<file path="config.mk">
export PLATFORM = sky130hd
export DESIGN_NAME = sps_top
export DESIGN_NICKNAME = d
export VERILOG_FILES = /design/src/sps_pkg.sv /design/src/sps_reg_if.sv /design/src/sps_sync.sv /design/src/sps_wb.sv /design/src/sps_top.sv
export SDC_FILE = /design/constraint.sdc
export NUM_CORES = 1
export LEC_CHECK = 0
export BUFFER_PORTS_ARGS = -buffer_cell sky130_fd_sc_hd__buf_2
export CAP_MARGIN = 20
export CELL_PAD_IN_SITES_DETAIL_PLACEMENT = 1
export CELL_PAD_IN_SITES_GLOBAL_PLACEMENT = 1
export CORE_MARGIN = 10
export CORE_UTILIZATION = 25
export CTS_CLUSTER_SIZE = 14
export DETAILED_ROUTE_END_ITERATION = 7
export PLACE_DENSITY = 0.68
export SYNTH_ARGS = -nofsm -noshare
export SYNTH_HDL_FRONTEND = slang
export SYNTH_HIERARCHICAL = 1
export SYNTH_SLANG_ARGS = --single-unit
</file>
<file path="constraint.sdc">
create_clock -name CLK -period 5.6 [get_ports CLK]
set_clock_uncertainty 0.05 [all_clocks]
set_input_delay 1.12 -clock CLK [delete_from_list [all_inputs] [get_ports CLK]]
set_output_delay 1.12 -clock CLK [all_outputs]
set_load 0.005 [all_outputs]
</file>
<file path="src/sps_pkg.sv">
// ****************************************************************
// constants of the serial port status block
// ****************************************************************
package sps_pkg;

    // register indices; byte address is four times the index
    localparam logic [11:0] IDX_DATA     = 12'hf60;
    localparam logic [11:0] IDX_CONTROL  = 12'hf61;
    localparam logic [11:0] IDX_STATUS   = 12'hf62;
    localparam logic [11:0] IDX_FORMAT   = 12'hf63;
    localparam logic [11:0] IDX_MASK     = 12'hf6a;

    // reset values
    localparam logic [7:0]  STATUS_RST   = 8'h01;
    localparam logic [7:0]  CONTROL_RST  = 8'h00;
    localparam logic [7:0]  FORMAT_RST   = 8'h00;
    localparam logic [7:0]  MASK_RST     = 8'h80;

    // status fields
    localparam int          ST_IRQ       = 7;
    localparam int          ST_OVR       = 6;
    localparam int          ST_COL       = 5;
    localparam int          ST_ABT       = 4;
    localparam int          ST_ACT       = 1;
    localparam int          ST_SEL       = 0;
    localparam logic [7:0]  STICKY_BITS  = 8'hf0;

    // control fields
    localparam int          CT_REQUEST_FORWARD_ENABLE      = 7;
    localparam int          CT_STR       = 6;
    localparam int          CT_POL       = 3;
    localparam int          CT_MST       = 1;
    localparam int          CT_EN        = 0;

    // format fields: character length in bits 4..2, 0 means eight
    localparam int          FM_LEN_HI    = 4;
    localparam int          FM_LEN_LO    = 2;
    localparam logic [3:0]  FULL_CHAR    = 4'h8;

    // pin sampling
    localparam int          SYNC_STAGES  = 3;

    typedef enum logic [1:0]
    {
        LNK_IDLE  = 2'b01,
        LNK_SHIFT = 2'b10
    } sps_link_t;

endpackage : sps_pkg

</file>
<file path="src/sps_reg_if.sv">
`timescale 1ns/1ps
// ****************************************************************
// register access between bus slave and status core
// ****************************************************************
interface sps_reg_if;
    logic        wr;
    logic [11:0] idx;
    logic [7:0]  wdata;
    logic [7:0]  rdata;

    modport bus
    (
        output wr,
        output idx,
        output wdata,
        input  rdata
    );

    modport core
    (
        input  wr,
        input  idx,
        input  wdata,
        output rdata
    );
endinterface : sps_reg_if

</file>
<file path="src/sps_sync.sv">
`timescale 1ns/1ps
// ****************************************************************
// pin sampler: three stages, change taken once stages two and three agree
// ****************************************************************
module sps_sync #(
    parameter int          W   = 2,
    parameter logic [1:0]  RST = 2'b00
)
(
    // clock and reset
    input  wire logic         clk,
    input  wire logic         rst_n,
    // pins in, filtered levels out
    input  wire logic [W-1:0] pin,
    output logic      [W-1:0] level
);
    logic [W-1:0] s1;
    logic [W-1:0] s2;
    logic [W-1:0] s3;

    genvar g;
    generate
        for (g = 0; g < W; g++)
        begin : g_bit
            // first stage feeds only the second
            always_ff @(posedge clk)
            begin
                if (!rst_n)
                begin
                    s1[g]    <= RST[g];
                    s2[g]    <= RST[g];
                    s3[g]    <= RST[g];
                    level[g] <= RST[g];
                end
                else
                begin
                    s1[g] <= pin[g];
                    s2[g] <= s1[g];
                    s3[g] <= s2[g];
                    if (s2[g] == s3[g])
                        level[g] <= s3[g];
                end
            end
        end
    endgenerate
endmodule : sps_sync

</file>
<file path="src/sps_wb.sv">
`timescale 1ns/1ps
// ****************************************************************
// classic wishbone slave, one wait state
// ****************************************************************
module sps_wb
(
    // clock and reset
    input  wire logic        clk,
    input  wire logic        rst_n,
    // wishbone
    input  wire logic [15:0] adr_i,
    input  wire logic [31:0] dat_i,
    input  wire logic [3:0]  sel_i,
    input  wire logic        we_i,
    input  wire logic        cyc_i,
    input  wire logic        stb_i,
    output logic      [31:0] dat_o,
    output logic             ack_o,
    // register side
    sps_reg_if.bus           rg
);
    logic req;

    assign req      = cyc_i & stb_i;
    assign rg.idx   = adr_i[13:2];
    assign rg.wdata = dat_i[7:0];
    // write lands on the edge the master sees ack
    assign rg.wr    = req & we_i & sel_i[0] & ack_o & (adr_i[15:14] == 2'b00);

    always_ff @(posedge clk)
    begin
        if (!rst_n)
            ack_o <= 1'b0;
        else
            ack_o <= req & ~ack_o;
    end

    // upper lanes read zero; unmapped indices read zero through the core, upper address ranges read zero here
    always_ff @(posedge clk)
    begin
        if (!rst_n)
            dat_o <= 32'h0000_0000;
        else if (req & ~ack_o)
            dat_o <= (adr_i[15:14] == 2'b00) ? {24'h00_0000, rg.rdata}
                                             : 32'h0000_0000;
    end
endmodule : sps_wb

</file>
<file path="src/sps_top.sv">
`timescale 1ns/1ps
// Contract
// - port off holds whole status register at its reset value
// - writing one clears pending, overrun, collision, abort; zero leaves them
// - enabled: force bit or finished transaction sets pending bit 7
// - bit 7 reads one while a request is pending
// - bit 6 overrun flag sticks until software clears it
// - bit 5 collision flag sticks after a mode fault
// - slave: select released after at least one bit, before full character, sets abort bit 4
// - abort also sets the pending flag
// - bit 1 reads one while a transfer is in progress
// - slave: bit 0 shows select level, low when asserted
// - master: bit 0 carries no defined meaning
// - data write during transfer is dropped and sets overrun
// - requests reach the interrupt line only while forwarding enabled
// - writing one to pending bit also clears the force bit
module sps_top
(
    // clock and reset
    input  wire logic        CLK,
    input  wire logic        RST_N,
    // wishbone slave
    input  wire logic [15:0] ADR_I,
    input  wire logic [31:0] DAT_I,
    input  wire logic [3:0]  SEL_I,
    input  wire logic        WE_I,
    input  wire logic        CYC_I,
    input  wire logic        STB_I,
    output logic      [31:0] DAT_O,
    output logic             ACK_O,
    // serial link pins
    input  wire logic        SCK_IN,
    input  wire logic        SS_N_IN,
    // rest of the unit
    input  wire logic        MASTER_DONE,
    input  wire logic        MODE_FAULT,
    input  wire logic [7:0]  SHIFT_DATA,
    output logic             DATA_LOAD,
    output logic      [7:0]  DATA_BYTE,
    output logic      [7:0]  CONTROL_OUT,
    output logic      [7:0]  FORMAT_OUT,
    // interrupt
    output logic             IRQ
);
    // ****************************************************************
    // bus slave and pin sampling
    // ****************************************************************
    sps_reg_if rg ();

    sps_wb u_wb
    (
        .clk   (CLK),
        .rst_n (RST_N),
        .adr_i (ADR_I),
        .dat_i (DAT_I),
        .sel_i (SEL_I),
        .we_i  (WE_I),
        .cyc_i (CYC_I),
        .stb_i (STB_I),
        .dat_o (DAT_O),
        .ack_o (ACK_O),
        .rg    (rg.bus)
    );

    logic [1:0] pins;

    // select idles high, clock idles low
    sps_sync #(.W(sps_pkg::SYNC_STAGES - 1), .RST(2'b10)) u_sync
    (
        .clk   (CLK),
        .rst_n (RST_N),
        .pin   ({SS_N_IN, SCK_IN}),
        .level (pins)
    );

    // ****************************************************************
    // control and format registers
    // ****************************************************************
    logic [7:0] control;
    logic [7:0] format;
    logic [7:0] mask;
    logic [7:0] status;
    logic       wr_ctl;
    logic       wr_fmt;
    logic       wr_stat;
    logic       wr_mask;
    logic       wr_data;
    logic       port_on_bit;
    logic       master;
    logic       clear_pending;

    assign wr_ctl  = rg.wr & (rg.idx == sps_pkg::IDX_CONTROL);
    assign wr_fmt  = rg.wr & (rg.idx == sps_pkg::IDX_FORMAT);
    assign wr_stat = rg.wr & (rg.idx == sps_pkg::IDX_STATUS);
    assign wr_mask = rg.wr & (rg.idx == sps_pkg::IDX_MASK);
    assign wr_data = rg.wr & (rg.idx == sps_pkg::IDX_DATA);

    assign port_on_bit   = control[sps_pkg::CT_EN];
    assign master        = control[sps_pkg::CT_MST];
    assign clear_pending = wr_stat & rg.wdata[sps_pkg::ST_IRQ];

    always_ff @(posedge CLK)
    begin
        if (!RST_N)
            control <= sps_pkg::CONTROL_RST;
        else if (wr_ctl)
            control <= rg.wdata;
        else if (clear_pending)
            control[sps_pkg::CT_STR] <= 1'b0;
    end

    always_ff @(posedge CLK)
    begin
        if (!RST_N)
            format <= sps_pkg::FORMAT_RST;
        else if (wr_fmt)
            format <= rg.wdata;
    end

    always_ff @(posedge CLK)
    begin
        if (!RST_N)
            mask <= sps_pkg::MASK_RST;
        else if (wr_mask)
            mask <= rg.wdata & sps_pkg::STICKY_BITS;
    end

    assign CONTROL_OUT = control;
    assign FORMAT_OUT  = format;

    // ****************************************************************
    // character length and serial clock edges
    // ****************************************************************
    logic [3:0] char_len;
    logic [2:0] len_field;
    logic       sck_lvl;
    logic       sck_prev;
    logic       sck_edge;
    logic       ss_n_lvl;

    assign len_field = format[sps_pkg::FM_LEN_HI:sps_pkg::FM_LEN_LO];
    assign char_len  = (len_field == 3'h0) ? sps_pkg::FULL_CHAR
                                           : {1'b0, len_field};
    assign ss_n_lvl  = pins[1];
    // idle level follows clock polarity; count leaving-idle edges
    assign sck_lvl   = pins[0] ^ control[sps_pkg::CT_POL];
    assign sck_edge  = sck_lvl & ~sck_prev;

    always_ff @(posedge CLK)
    begin
        if (!RST_N)
            sck_prev <= 1'b0;
        else
            sck_prev <= sck_lvl;
    end

    // ****************************************************************
    // slave transaction tracking
    // ****************************************************************
    sps_pkg::sps_link_t link;
    sps_pkg::sps_link_t next_link;
    logic [3:0]         bit_cnt;
    logic               slave_done;
    logic               slave_abort;
    logic               slave_on;

    assign slave_on = port_on_bit & ~master;

    always_comb
    begin
        next_link   = link;
        slave_done  = 1'b0;
        slave_abort = 1'b0;
        unique case (link)
            sps_pkg::LNK_IDLE:
            begin
                if (slave_on & ~ss_n_lvl)
                    next_link = sps_pkg::LNK_SHIFT;
            end
            sps_pkg::LNK_SHIFT:
            begin
                if (!slave_on)
                    next_link = sps_pkg::LNK_IDLE;
                else if (ss_n_lvl)
                begin
                    next_link   = sps_pkg::LNK_IDLE;
                    slave_abort = (bit_cnt != 4'h0);
                end
                else if (sck_edge && (bit_cnt + 4'h1 == char_len))
                    slave_done = 1'b1;
            end
            default:
                next_link = sps_pkg::LNK_IDLE;
        endcase
    end

    always_ff @(posedge CLK)
    begin
        if (!RST_N)
            link <= sps_pkg::LNK_IDLE;
        else
            link <= next_link;
    end

    // counter restarts at each character boundary and each selection
    always_ff @(posedge CLK)
    begin
        if (!RST_N)
            bit_cnt <= 4'h0;
        else if (next_link != sps_pkg::LNK_SHIFT || slave_done)
            bit_cnt <= 4'h0;
        else if (link == sps_pkg::LNK_SHIFT && sck_edge)
            bit_cnt <= bit_cnt + 4'h1;
    end

    // ****************************************************************
    // master transfer and data register writes
    // ****************************************************************
    logic master_busy;
    logic active;
    logic data_taken;
    logic overrun;

    assign active     = master_busy | (link == sps_pkg::LNK_SHIFT);
    assign data_taken = wr_data & port_on_bit & ~active;
    assign overrun    = wr_data & port_on_bit & active;

    always_ff @(posedge CLK)
    begin
        if (!RST_N)
            master_busy <= 1'b0;
        else if (!port_on_bit || !master)
            master_busy <= 1'b0;
        else if (data_taken)
            master_busy <= 1'b1;
        else if (MASTER_DONE)
            master_busy <= 1'b0;
    end

    // the byte is forwarded only when no transfer is running
    always_ff @(posedge CLK)
    begin
        if (!RST_N)
        begin
            DATA_LOAD <= 1'b0;
            DATA_BYTE <= 8'h00;
        end
        else
        begin
            DATA_LOAD <= data_taken;
            if (data_taken)
                DATA_BYTE <= rg.wdata;
        end
    end

    // ****************************************************************
    // status flags
    // ****************************************************************
    logic [7:0] set_ev;
    logic [7:0] clr_ev;
    logic       force_ev;

    assign force_ev = wr_ctl & rg.wdata[sps_pkg::CT_STR];

    always_comb
    begin
        set_ev = 8'h00;
        clr_ev = 8'h00;
        set_ev[sps_pkg::ST_IRQ] = force_ev | (MASTER_DONE & master_busy)
                                | slave_done | slave_abort;
        set_ev[sps_pkg::ST_OVR] = overrun;
        set_ev[sps_pkg::ST_COL] = MODE_FAULT;
        set_ev[sps_pkg::ST_ABT] = slave_abort;
        // reserved bits are not stored, so writes there are harmless
        if (wr_stat)
            clr_ev = rg.wdata & sps_pkg::STICKY_BITS;
    end

    genvar g;
    generate
        for (g = 4; g < 8; g++)
        begin : g_flag
            always_ff @(posedge CLK)
            begin
                if (!RST_N)
                    status[g] <= sps_pkg::STATUS_RST[g];
                else if (!port_on_bit)
                    status[g] <= sps_pkg::STATUS_RST[g];
                else if (set_ev[g])
                    status[g] <= 1'b1;
                else if (clr_ev[g])
                    status[g] <= 1'b0;
            end
        end
    endgenerate

    assign status[3:2] = 2'b00;

    always_ff @(posedge CLK)
    begin
        if (!RST_N)
        begin
            status[sps_pkg::ST_ACT] <= sps_pkg::STATUS_RST[sps_pkg::ST_ACT];
            status[sps_pkg::ST_SEL] <= sps_pkg::STATUS_RST[sps_pkg::ST_SEL];
        end
        else if (!port_on_bit)
        begin
            status[sps_pkg::ST_ACT] <= sps_pkg::STATUS_RST[sps_pkg::ST_ACT];
            status[sps_pkg::ST_SEL] <= sps_pkg::STATUS_RST[sps_pkg::ST_SEL];
        end
        else
        begin
            status[sps_pkg::ST_ACT] <= active;
            // in master mode the pin level is shown but means nothing
            status[sps_pkg::ST_SEL] <= ss_n_lvl;
        end
    end

    // ****************************************************************
    // interrupt and read mux
    // ****************************************************************
    assign IRQ = control[sps_pkg::CT_REQUEST_FORWARD_ENABLE] & (|(status & mask));

    always_comb
    begin
        unique case (rg.idx)
            sps_pkg::IDX_DATA:    rg.rdata = SHIFT_DATA;
            sps_pkg::IDX_CONTROL: rg.rdata = control;
            sps_pkg::IDX_STATUS:  rg.rdata = status;
            sps_pkg::IDX_FORMAT:  rg.rdata = format;
            sps_pkg::IDX_MASK:    rg.rdata = mask;
            default:              rg.rdata = 8'h00;
        endcase
    end
endmodule : sps_top

</file>
# After elaboration in Yosys (flattened, before gate mapping)
# Index checks and enable logic that the tools add are counted.
# word_totals
regBits	84
latch_bits	0
ram_bits	0
romBits	0
in_bits	69
out_inout_bits	59
memories	0
# op_classes
add_sub_neg	1
mul	0
div_mod_pow	0
magnitude_cmp	0
eq_ne	11
n_shift	0
mux	27
n_bitwise	33
reduce_logical	19
# op_table
operator	count
12-bit equality test, second input constant	5
8-bit one-hot mux with 5 select lines	1
1-bit AND	21
1-bit two-way mux	19
8-bit two-way mux	2
2-bit nonzero test	6
8-bit AND	1
8-bit OR reduction	1
2-bit two-way mux	3
1-bit inverter	6
4-bit by 1-bit adder with 4-bit output, second input constant	1
4-bit equality test	1
4-bit two-way mux	1
1-bit bitwise OR	4
2-bit one-hot mux with 2 select lines	1
4-bit nonzero test	1
2-bit OR reduction	2
3-bit zero test	1
1-bit equality test	2
2-bit by 1-bit equality test with 1-bit output, second input constant	1
2-bit equality test, second input constant	1
1-bit logical AND	2
1-bit zero test	2
2-bit zero test	1
other kinds (4)	5

# Depth between registers and ports, before layout
# Gate-level depths: netlist of run 1.
# logic_depth
ltp_word	11
depth_mapped	9

# By module
# Netlist of run 1, hierarchy kept.
# by_module_without_submodules
mod	instances	cells_each	area_per_inst_um2	seq_area_each_um2
sps_top	1	254	2361.0	860.8
sps_wb	1	86	763.2	180.2
sps_sync	1	20	231.5	160.2

# Worst setup path after synthesis of run 1
# No wires, ideal clock.
# synth_path
path_type	input to register
startpoint	in ADR_I[15]
endpoint	reg control[0], in the netlist CONTROL_OUT[0]
setup_time_ps	117
arrival_ps	2681
slack_ps	2752
stages	7
cell_sequence	nor4_1 -> and4bb_1 -> buf_4 -> or4b_1 -> clkbuf_1 -> nand2_1 -> a21boi_1
# synth_via
elab_chain_cells	3
# synth_lines
item	line_no	rtl
start, declared	sps_top.sv:23	input wire logic [15:0] ADR_I,
2-bit zero test	sps_wb.sv:28	assign rg.wr = req & we_i & sel_i[0] & ack_o & (adr_i[15:14] == 2'b00);
1-bit AND	sps_wb.sv:28	
1-bit AND	sps_top.sv:92	assign wr_ctl = rg.wr & (rg.idx == sps_pkg::IDX_CONTROL);
end signal, assigned	sps_top.sv:105	control <= sps_pkg::CONTROL_RST;
end signal, assigned	sps_top.sv:107	control <= rg.wdata;
end, declared	sps_top.sv:79	logic [7:0] control;
# Every way passes these cells.
# A chain may end at the register's enable or synchronous reset.

# Worst setup path in the final report of run 1
# layout_path
startpoint	in ADR_I[15]
endpoint	reg control[1], in the netlist CONTROL_OUT[1]
# layout_via
elab_chain_cells	3
# layout_lines
item	line_no	rtl
2-bit zero test	sps_wb.sv:28	
1-bit AND	sps_wb.sv:28	
via rg.wr	sps_reg_if.sv:6	logic wr;
1-bit AND	sps_top.sv:92	
# The timed path passes the listed nets, and every way through them passes these cells.

==> summary.txt, run 1 <==
Routing
  • Drt total wl: 10,200 um
  • Vias: roughly 2,700
  • # DRC: 0
  • Highest routed layer: met5
  • DR vias/cell: between 4 and 5
  • Pre-antenna DRT Iters: 4
  • Met2 wire len: just under 5000 um
  • WL met1: around 4500 um
  • Routed WL per cell: about 17 um
  • DR iter-0 viols: 68
  • Met3 WL: between 700 and 800 um
  • Post-route ant nets: 0

Power and ir drop
  • Final Power: between 1 and 1.5 mW
  • Peak VDD IR: between 0.15 and 0.2 mV
  • P_leak: approximately 1.6 nW
  • Pwr Density: between 200 and 300 nW/um2

Die
  • Die height: 136 um
  • Die area: between 15,000 and 20,000 um2
  • IO Pins: roughly 130
  • Core ar.: around 13,000 um2
  • Starting density of the core: about a quarter
  • Core Rows: 42
  • Die X-Extent: around 140 um

STA
  • Final Hold Vio Count: 0
  • RSZ-0062 raised after global routing: no
  • Setup TNS: 0 ns
  • Setup-failing EPs final: 0
  • Max Fclk: about 340 MHz
  • Final setup margin: ~2.7 ns
  • Slew margin rel.: about two fifths
  • Period Utilization, post-route: between 50% and 60%
  • Max-slew violation count: 0
  • Final min period: 2.95 ns
  • Worst-margin pin slew: about 0.92 ns

Logic synthesis
  • Synth Warn #: 6
  • Yosys cell types: 48
  • Syn Inst Count: 360
  • Syn Area/Cell: about 9.3 um2
  • Register area share after synthesis: between 30% and 40%
  • Mapped Area: 3360 um2
  • Synthesized flop and latch total: 60

Layout
  • N_diodes: 0
  • Final net count: 481
  • Area delta synth->final: 18.3%
  • Most frequent cells in the layout: buf_2, dfxtp_1, nand2_1, conb_1, mux2i_1
  • Most common cell after layout, fill and taps aside: buf_2
  • Fillers: about 1,600
  • Layout cells sized above 1: between 20% and 30%

Setup path
  • Critical Path Source Type: input pin
  • Critical Path End Type: flop
  • CP max FO: 10
  • Worst r2r src: u_wb/ack_o
  • CP startpoint: ADR_I[15]
  • CP Data Required Time: approximately 5.8 ns
  • Critical path arrival: between 3 and 4 ns
  • Critical path class: input pin to flop

Clock tree
  • CTS Hold Buffers Added: 0
  • CTS sink cnt: 60
  • Largest buffer count on any clock path: 2
  • Number of gates resized after cts: 0
  • TritonCTS Buffers: 9
  • Worst skew pair latency: between 0.3 and 0.4 ns
  • H-tree depth: 3
  • Clock slew at reported path FFs: about 0.050 ns
  • Setup Buffers After CTS: 0
  • Root Buffer: clkbuf_16
  • CTS tree: built

Place
  • Post-DP HPWL: 7660 um
  • Global placement routability congestion: between 0.7 and 0.8
  • Post-place setup slack: 1.82 ns
  • IO buf count: 74

Hold path
  • Min-delay src: u_sync/s1[1]
  • Worst min-delay path class: flop to flop

Global routing
  • GR Util All Layers: around 11%
  • First-pass GRT wire length: between 15,000 and 20,000 um
  • Largest net degree at the start of global routing: 58
  • Antenna violations before repair: 1
  • Vias in the first global route: between 2,000 and 3,000
  • Congestion Overflow GR: 0

Run status
  • Status: finished clean

Flow run
  • Max-cap violations: 0
[where the power goes]
part / switching [mW] / internal, mW
Sequential: 0.000855 / 0.429
Combinational: 0.0344 / 0.0248
Clock: 0.199 / 0.424
[critical path, cell delays in order]
cell and delay (ns):
buf_2 0.15, nor4_1 0.29, buf_2 0.24, and4bb_1 0.48, or4b_1 0.64, nand2_1 0.13, a21boi_1 0.07
[synth_stat cells, drive strengths merged]
library cell | number | share of area (%)
nand4b | 2 | 0.52
buf | 51 | 11
a41oi | 2 | 0.52
nor4 | 8 | 2.6
nor3 | 5 | 0.75
nand3 | 20 | 3.0
conb | 1 | 0.11
nor3b | 3 | 0.67
dfxtp | 60 | 36
or3b | 1 | 0.26
nor2b | 15 | 2.8
and2 | 5 | 1.0
mux2 | 3 | 1.0
xor2 | 4 | 1.0
or2 | 1 | 0.19
or4 | 2 | 0.45
or3 | 1 | 0.19
a21boi | 18 | 4.0
ha | 4 | 1.5
nor2 | 9 | 1.0
nand4 | 1 | 0.19
mux2i | 22 | 6.6
clkbuf | 11 | 1.2
a22oi | 7 | 1.6
or4b | 1 | 0.30
nand3b | 3 | 0.67
and3 | 4 | 0.75
xnor3 | 1 | 0.67
a21oi | 11 | 1.6
inv | 7 | 0.78
xnor2 | 4 | 1.0
a31oi | 1 | 0.19
nand4bb | 12 | 4.5
nand2 | 28 | 3.1
mux4 | 5 | 3.4
nand2b | 5 | 0.93
nor4bb | 1 | 0.30
and4bb | 2 | 0.75
o21ai | 19 | 2.8
[stage by stage]
| stage | util (%) | area, um2 | hold slack (ns) | std cells |
|---|---|---|---|---|
| global placement | 27.5 | 3630 | 0.339 | 572 |
| floorplan | - | 3440 | 0.336 | 383 |
| CTS | 30.1 | 3970 | 0.361 | 588 |
| global route | 30.1 | 3970 | 0.374 | 589 |
| detailed placement | 27.5 | 3630 | 0.348 | 572 |
| finish | 30.1 | 3970 | 0.357 | 589 |
[kinds of logic after synthesis]
group / count (synthesis) / synth area share (%)
flip-flops: 60 / 35.8
AO/OA/AOI/OAI: 58 / 10.8
buffers and inverters: 69 / 13.2
XOR/XNOR: 9 / 2.76
multiplexers: 30 / 10.9
other: 1 / 0.112
adder cells (fa/ha/maj): 4 / 1.49
AND/OR/NAND/NOR: 129 / 24.9
[routing by layer]
layer	global-route usage (%)	up-vias
li1	-	1301
met5	0	-
met3	4.72	11
met2	17.8	69
met4	2.84	2
met1	13.1	1326
[flip-flops by register name, indices dropped and copies added (netlist names)]
signal        count
mask              4
sck_prev          1
u_sync/s3         2
u_sync/s1         2
u_sync/s2         2
link              2
u_sync/level      2
DATA_LOAD         1
status            6
DATA_BYTE         8
master_busy       1
u_wb/dat_o        8
u_wb/ack_o        1
bit_cnt           4
FORMAT_OUT        8
CONTROL_OUT       8
[path summary, 6_finish.rpt]
path                                  endpoint  slack [ns]  cells past startpoint
worst max-delay path            CONTROL_OUT[1]        2.65                      7
worst min register to register    u_sync/s2[1]        0.36                      1
worst max register to register  CONTROL_OUT[1]        3.30                      7
worst min-delay path              u_sync/s2[1]        0.36                      1
[final cells by class]
class / count / area [um2] / share of cell area (%)
clock buffers: 12 / 267 / 6.71
clock inverters: 4 / 70.1 / 1.76
inverters: 7 / 26.3 / 0.662
multi-input cells: 254 / 1800 / 45.4
flip-flops and latches: 60 / 1200 / 30.3
well taps: 176 / 220 / 5.55
repair buffers: 76 / 383 / 9.64
(Power assumes the default switching activity.)
==> run 2, diff against run 1 <==
Settings changed: PLACE_DENSITY 0.68 to 0.7.
Clock period 5.6 ns to 2.45 ns, I/O delays scaled along.
==> run 2 against run 1 <==
Net effect: sequential power rose by 130%; clock power grew to 2.5 times the previous value; power increased by 140%; utilization is 0.87 points higher; global-route usage is 0.27 points higher; clock-buffer cell count unchanged; first-iteration DRC count rose by 21%; critical path type is now flop to flop.
==> summary.txt, run 2 (synthesis results as in run 1) <==
Run status
  • Status: finished clean (unchanged)

Flow run
  • Max-cap violations: 0 (unchanged)

Routing
  • Drt total wl: 10,400 um (was 10,200 um)
  • Post-route ant nets: 0 (unchanged)
  • Routed WL per cell: 17.3 um (about the same)
  • # DRC: 0 (unchanged)
  • DR vias/cell: 4.65 (was 4.60)
  • Pre-antenna DRT Iters: 4 (unchanged)
  • Vias: 2,788 (was 2,709)
  • DR iter-0 viols: 82 (was 68)

Power and ir drop
  • P_leak: 1.65 nW (was 1.59 nW)
  • Final Power: 2.70 mW (was 1.11 mW)
  • Peak VDD IR: 0.308 mV (was 0.156 mV)
  • Pwr Density: 662 nW/um2 (was 280 nW/um2)

Clock tree
  • CTS tree: built (unchanged)
  • Root Buffer: clkbuf_16 (unchanged)
  • CTS Hold Buffers Added: 0 (unchanged)
  • TritonCTS Buffers: 9 (unchanged)
  • Setup Buffers After CTS: 0 (unchanged)
  • Worst skew pair latency: 0.33 ns (was 0.34 ns)
  • H-tree depth: 3 (unchanged)
  • Number of gates resized after cts: 0 (unchanged)
  • Clock slew at reported path FFs: 0.06 ns (was 0.05 ns)
  • Largest buffer count on any clock path: 2 (unchanged)
  • CTS sink cnt: 60 (unchanged)

Hold path
  • WHS Path Cells: 2 (was 1)
  • Hold EP: u_sync/s1[1] (was u_sync/s2[1])
  • Min-delay src: SS_N_IN (was u_sync/s1[1])
  • Worst min-delay path class: input pin to flop (was flop to flop)

Setup path
  • CP max stage delay: 0.60 ns (was 0.64 ns)
  • Worst path cell trace: nand3_1 > nor4_1 > buf_4 > nand4bb_1 > or4_1 > o21ai_0 > a21boi_0 (was buf_2 > nor4_1 > buf_2 > and4bb_1 > or4b_1 > nand2_1 > a21boi_1)
  • Critical Path Source Type: flop (was input pin)
  • Critical path arrival: 2.20 ns (was 3.12 ns)
  • Critical Path End Type: flop (unchanged)
  • Critical path class: flop to flop (was input pin to flop)
  • CP max-delay cell: or4_1 (was or4b_1)
  • Worst R2R End: DATA_BYTE[4] (was CONTROL_OUT[1])
  • CP max FO: 8 (was 10)
  • Worst r2r src: u_wb/ack_o (unchanged)
  • Critical path's top delay family: simple AND/OR/NAND/NOR gates (unchanged)
  • Buf/Inv on CP: 1 (was 2)
  • CP Data Required Time: 2.61 ns (was 5.77 ns)
  • Worst r2r path cells: 7 (unchanged)
  • Worst R2R Setup Slack: 0.41 ns (was 3.30 ns)

Layout
  • Finished Layout Cells: 600 (was 589)
  • Final net count: 492 (was 481)
  • N_diodes: 0 (unchanged)
  • Fillers: 1,526 (was 1,570)
  • Area delta synth->final: 21.7% (was 18.3%)
  • Cell area after layout: 4090 um2 (was 3970 um2)
  • Most frequent cells in the layout: buf_2, dfxtp_1, nand2_1, conb_1, mux2i_1 (unchanged)
  • Most common cell after layout, fill and taps aside: buf_2 (unchanged)
  • Final Util: 31.0% (was 30.1%)
  • Layout cells sized above 1: 28.1% (was 26.6%)

STA
  • Worst-margin pin slew: 0.528 ns (was 0.918 ns)
  • Max-slew violation count: 0 (unchanged)
  • RSZ-0062 raised after global routing: no (unchanged)
  • Slew margin rel.: 64.7% (was 38.8%)
  • Final min period: between 2 and 2.5 ns
  • Period Utilization, post-route: between 80 and 90%
  • Final Hold Vio Count: 0 (unchanged)
  • Final Hold Slack: 0.292 ns (was 0.357 ns)
  • Setup-failing EPs final: 0 (unchanged)
  • Final setup margin: 0.415 ns (was 2.65 ns)
  • Max Fclk: roughly 490 MHz
  • Setup TNS: 0 ns (unchanged)

Place
  • Post-DP HPWL: 8130 um (was 7660 um)
  • IO buf count: 74 (unchanged)
  • Placed cells: 584 (was 572)
  • Placed inst area: 3720 um2 (was 3630 um2)
  • Post-place setup slack: 0.0454 ns (was 1.82 ns)
  • Global placement routability congestion: 0.774 (was 0.793)

Global routing
  • GR Util All Layers: 11.3% (was 11.0%)
  • Congestion Overflow GR: 0 (unchanged)
  • Largest net degree at the start of global routing: 21 (was 58)
  • First-pass GRT wire length: 16,300 um (was 16,000 um)
  • Antenna violations before repair: 0 (was 1)
  • Vias in the first global route: 3,012 (was 2,950)

Die
  • Core Rows: 42 (unchanged)
  • Die height: 136 um (unchanged)
  • Starting density of the core: 25.4% (unchanged)
  • IO Pins: 128 (unchanged)
  • Die X-Extent: 136 um (unchanged)
  • Die area: 18,500 um2 (unchanged)
  • Core ar.: 13,200 um2 (unchanged)
run 2: cell type report:
class	instances	area (um2)	share of cell area (%)
tap	176	220	5.39
inverter	7	26.3	0.643
timing repair buffer	87	468	11.5
multi-input combinational	254	1800	44.1
sequential	60	1200	29.4
clock inverter	4	120	2.94
clock buffer	12	246	6.03
run 2: worst max path at each step:
| stage | start | to | slack, ns | depth (start not counted) |
|---|---|---|---|---|
| after floorplan | ADR_I[15] | CONTROL_OUT[0] | 0.23 | 7 |
| after global placement | ADR_I[15] | DATA_BYTE[3] | 0.09 | 7 |
| after detailed placement | ADR_I[15] | DATA_BYTE[5] | 0.05 | 7 |
| after CTS | u_wb/ack_o | DATA_BYTE[5] | 0.38 | 7 |
| after global routing | u_wb/ack_o | DATA_BYTE[4] | 0.16 | 7 |
| final | u_wb/ack_o | DATA_BYTE[4] | 0.41 | 7 |
run 2: power by group:
group,internal (mW),switching [mW]
Clock,1.13,0.458
Sequential,0.981,0.00197
Combinational,0.0595,0.0793
run 2: worst register-to-register path, stage by stage (launching register included):
cell,delay [ns]
dfxtp_1,0.34
nand3_1,0.08
nor4_1,0.17
buf_4,0.19
nand4bb_1,0.19
or4_1,0.60
o21ai_0,0.20
a21boi_0,0.11
run 2: per-layer routing:
layer  vias up  track usage (%)  part of all wire, %
li1       1327                -                    -
met1      1368             12.7                   43
met2        76             18.5                   49
met3        17             4.69                  6.1
met4         0             4.50                  2.3
met5         -                0                    0
==> run 3, diff against run 2 <==
Clock period 2.45 ns to 1.75 ns, I/O delays scaled along.
==> run 3 against run 2 <==
Net effect: the run now ends with negative setup slack left; maximum frequency rose by 8.1%; flip-flop and latch count is the same; register-to-register slack worse by 0.55 ns; sequential share of layout area down 2.9 points; utilization increased by 3.5 points; power increased by 26%; first-iteration DRC count up 57%; combinational power increased by 74%.
==> summary.txt, run 3 (synthesis results as in run 1) <==
Run status
  • Status: finished, violations left (was finished clean)
  • Failing checks: negative setup slack

Place
  • Global placement routability congestion: 0.808 (was 0.774)
  • Post-DP HPWL: 8880 um (was 8130 um)
  • IO buf count: 74 (unchanged)
  • Placed inst area: 4040 um2 (was 3720 um2)
  • Post-place setup slack: -0.490 ns (was 0.0454 ns)

STA
  • Max Fclk: 531 MHz (was 491 MHz)
  • Slew margin rel.: 62.8% (was 64.7%)
  • Max-slew violation count: 0 (unchanged)
  • Final Hold Vio Count: 0 (unchanged)
  • Setup-failing EPs final: 26 (was 0)
  • Worst-margin pin slew: 0.556 ns (was 0.528 ns)
  • Final setup margin: -0.132 ns (was 0.415 ns)
  • Period Utilization, post-route: 108% (was 83.1%)
  • Final min period: 1.88 ns (was 2.04 ns)
  • RSZ-0062 raised after global routing: yes (was no)
  • Final Hold Slack: 0.158 ns (was 0.292 ns)
  • Setup TNS: -1.77 ns (was 0 ns)

Power and ir drop
  • Pwr Density: 750 nW/um2 (was 662 nW/um2)
  • Final Power: 3.41 mW (was 2.70 mW)
  • P_leak: 1.85 nW (was 1.65 nW)
  • Peak VDD IR: 0.413 mV (was 0.308 mV)

Setup path
  • Critical Path End Type: flop (unchanged)
  • Critical path's top delay family: simple AND/OR/NAND/NOR gates (unchanged)
  • Worst path cell trace: nand3_2 > nor4_4 > and4bb_1 > or4b_4 > nand2_2 > a21boi_2 (was nand3_1 > nor4_1 > buf_4 > nand4bb_1 > or4_1 > o21ai_0 > a21boi_0)
  • CP max FO: 7 (was 8)
  • CP max-delay cell: or4b_4 (was or4_1)
  • Buf/Inv on CP: 0 (was 1)
  • Critical path class: flop to flop (unchanged)
  • Critical path arrival: 2.05 ns (was 2.20 ns)
  • CP max stage delay: 0.58 ns (was 0.60 ns)
  • Critical Path Source Type: flop (unchanged)
  • CP Data Required Time: 1.92 ns (was 2.61 ns)

Routing
  • DR vias/cell: 4.67 (was 4.65)
  • Vias: 2,976 (was 2,788)
  • DR iter-0 viols: 129 (was 82)
  • Routed WL per cell: 18.2 um (was 17.3 um)
  • Pre-antenna DRT Iters: 4 (unchanged)
  • Drt total wl: 11,600 um (was 10,400 um)
  • Post-route ant nets: 0 (unchanged)
  • # DRC: 0 (unchanged)

Global routing
  • Vias in the first global route: 3,322 (was 3,012)
  • Congestion Overflow GR: 0 (unchanged)
  • Largest net degree at the start of global routing: 28 (was 21)
  • GR Util All Layers: 12.2% (was 11.3%)
  • First-pass GRT wire length: 17,800 um (was 16,300 um)
  • Antenna violations before repair: 1 (was 0)

Clock tree
  • Root Buffer: clkbuf_16 (unchanged)
  • CTS sink cnt: 60 (unchanged)
  • Worst skew pair latency: 0.33 ns (about the same)
  • CTS tree: built (unchanged)
  • Clock slew at reported path FFs: 0.06 ns (about the same)
  • H-tree depth: 3 (unchanged)
  • Largest buffer count on any clock path: 2 (unchanged)
  • CTS Hold Buffers Added: 0 (unchanged)
  • TritonCTS Buffers: 9 (unchanged)

Die
  • Die area: 18,500 um2 (unchanged)
  • Core Rows: 42 (unchanged)
  • IO Pins: 128 (unchanged)
  • Die X-Extent: 136 um (unchanged)
  • Starting density of the core: 25.4% (unchanged)
  • Core ar.: 13,200 um2 (unchanged)
  • Die height: 136 um (unchanged)

Hold path
  • Worst min-delay path class: input pin to flop (unchanged)

Layout
  • Area delta synth->final: 35.4% (was 21.7%)
  • Layout cells sized above 1: 44.3% (was 28.1%)
  • Most common cell after layout, fill and taps aside: buf_2 (unchanged)
  • Fillers: 1,523 (was 1,526)
  • Final net count: 528 (was 492)
  • Cell area after layout: 4540 um2 (was 4090 um2)
  • Most frequent cells in the layout: buf_2, dfxtp_1, buf_4, conb_1, mux2i_1 (was buf_2, dfxtp_1, nand2_1, conb_1, mux2i_1)

Flow run
  • Max-cap violations: 0 (unchanged)
==> run 3: layout make-up <==
cell class	count	area, um2	share of cell area [%]
Clock inverter	6	63.8	1.40
Multi-Input combinational cell	254	2030	44.6
Tap cell	176	220	4.85
Clock buffer	10	239	5.26
Timing Repair Buffer	123	758	16.7
Inverter	7	26.3	0.578
Antenna cell	1	2.50	0.0551
Sequential cell	60	1210	26.5
==> run 3: timing repair <==
item	CTS	global route
pin swaps	22	21
endpoints found under the setup margin	35	38
buffers inserted	2	1
resized for setup	42	25
==> run 3: metal layers <==
metal | up-vias | wire length [um] | GRT usage [%]
met5 | - | 0 | 0
met4 | 0 | 236 | 4.44
met3 | 18 | 662 | 4.02
met2 | 80 | 6010 | 21.6
met1 | 1478 | 4680 | 13.4
li1 | 1400 | - | -
==> run 3: worst paths after layout <==
| check | start | to | slack (ns) | depth (start not counted) |
|---|---|---|---|---|
| worst max-delay path | u_wb/ack_o | CONTROL_OUT[3] | -0.13 | 6 |
| worst min-delay path | SS_N_IN | u_sync/s1[1] | 0.16 | 2 |
| worst max register to register | u_wb/ack_o | CONTROL_OUT[3] | -0.13 | 6 |
| worst min register to register | u_sync/s1[1] | u_sync/s2[1] | 0.36 | 1 |
==> run 3: per-stage QoR <==
stage / utilization, % / cells
global placement: 30.6 / 619
floorplan: - / 383
global route: 34.4 / 636
CTS: 33.6 / 636
finish: 34.5 / 637
detailed placement: 30.6 / 619
==> run 3: power breakdown <==
group | total (mW) | internal (mW) | switching (mW)
Combinational | 0.242 | 0.114 | 0.129
Clock | 1.79 | 1.14 | 0.653
Sequential | 1.38 | 1.37 | 0.00281
Total | 3.41 | 2.62 | 0.784
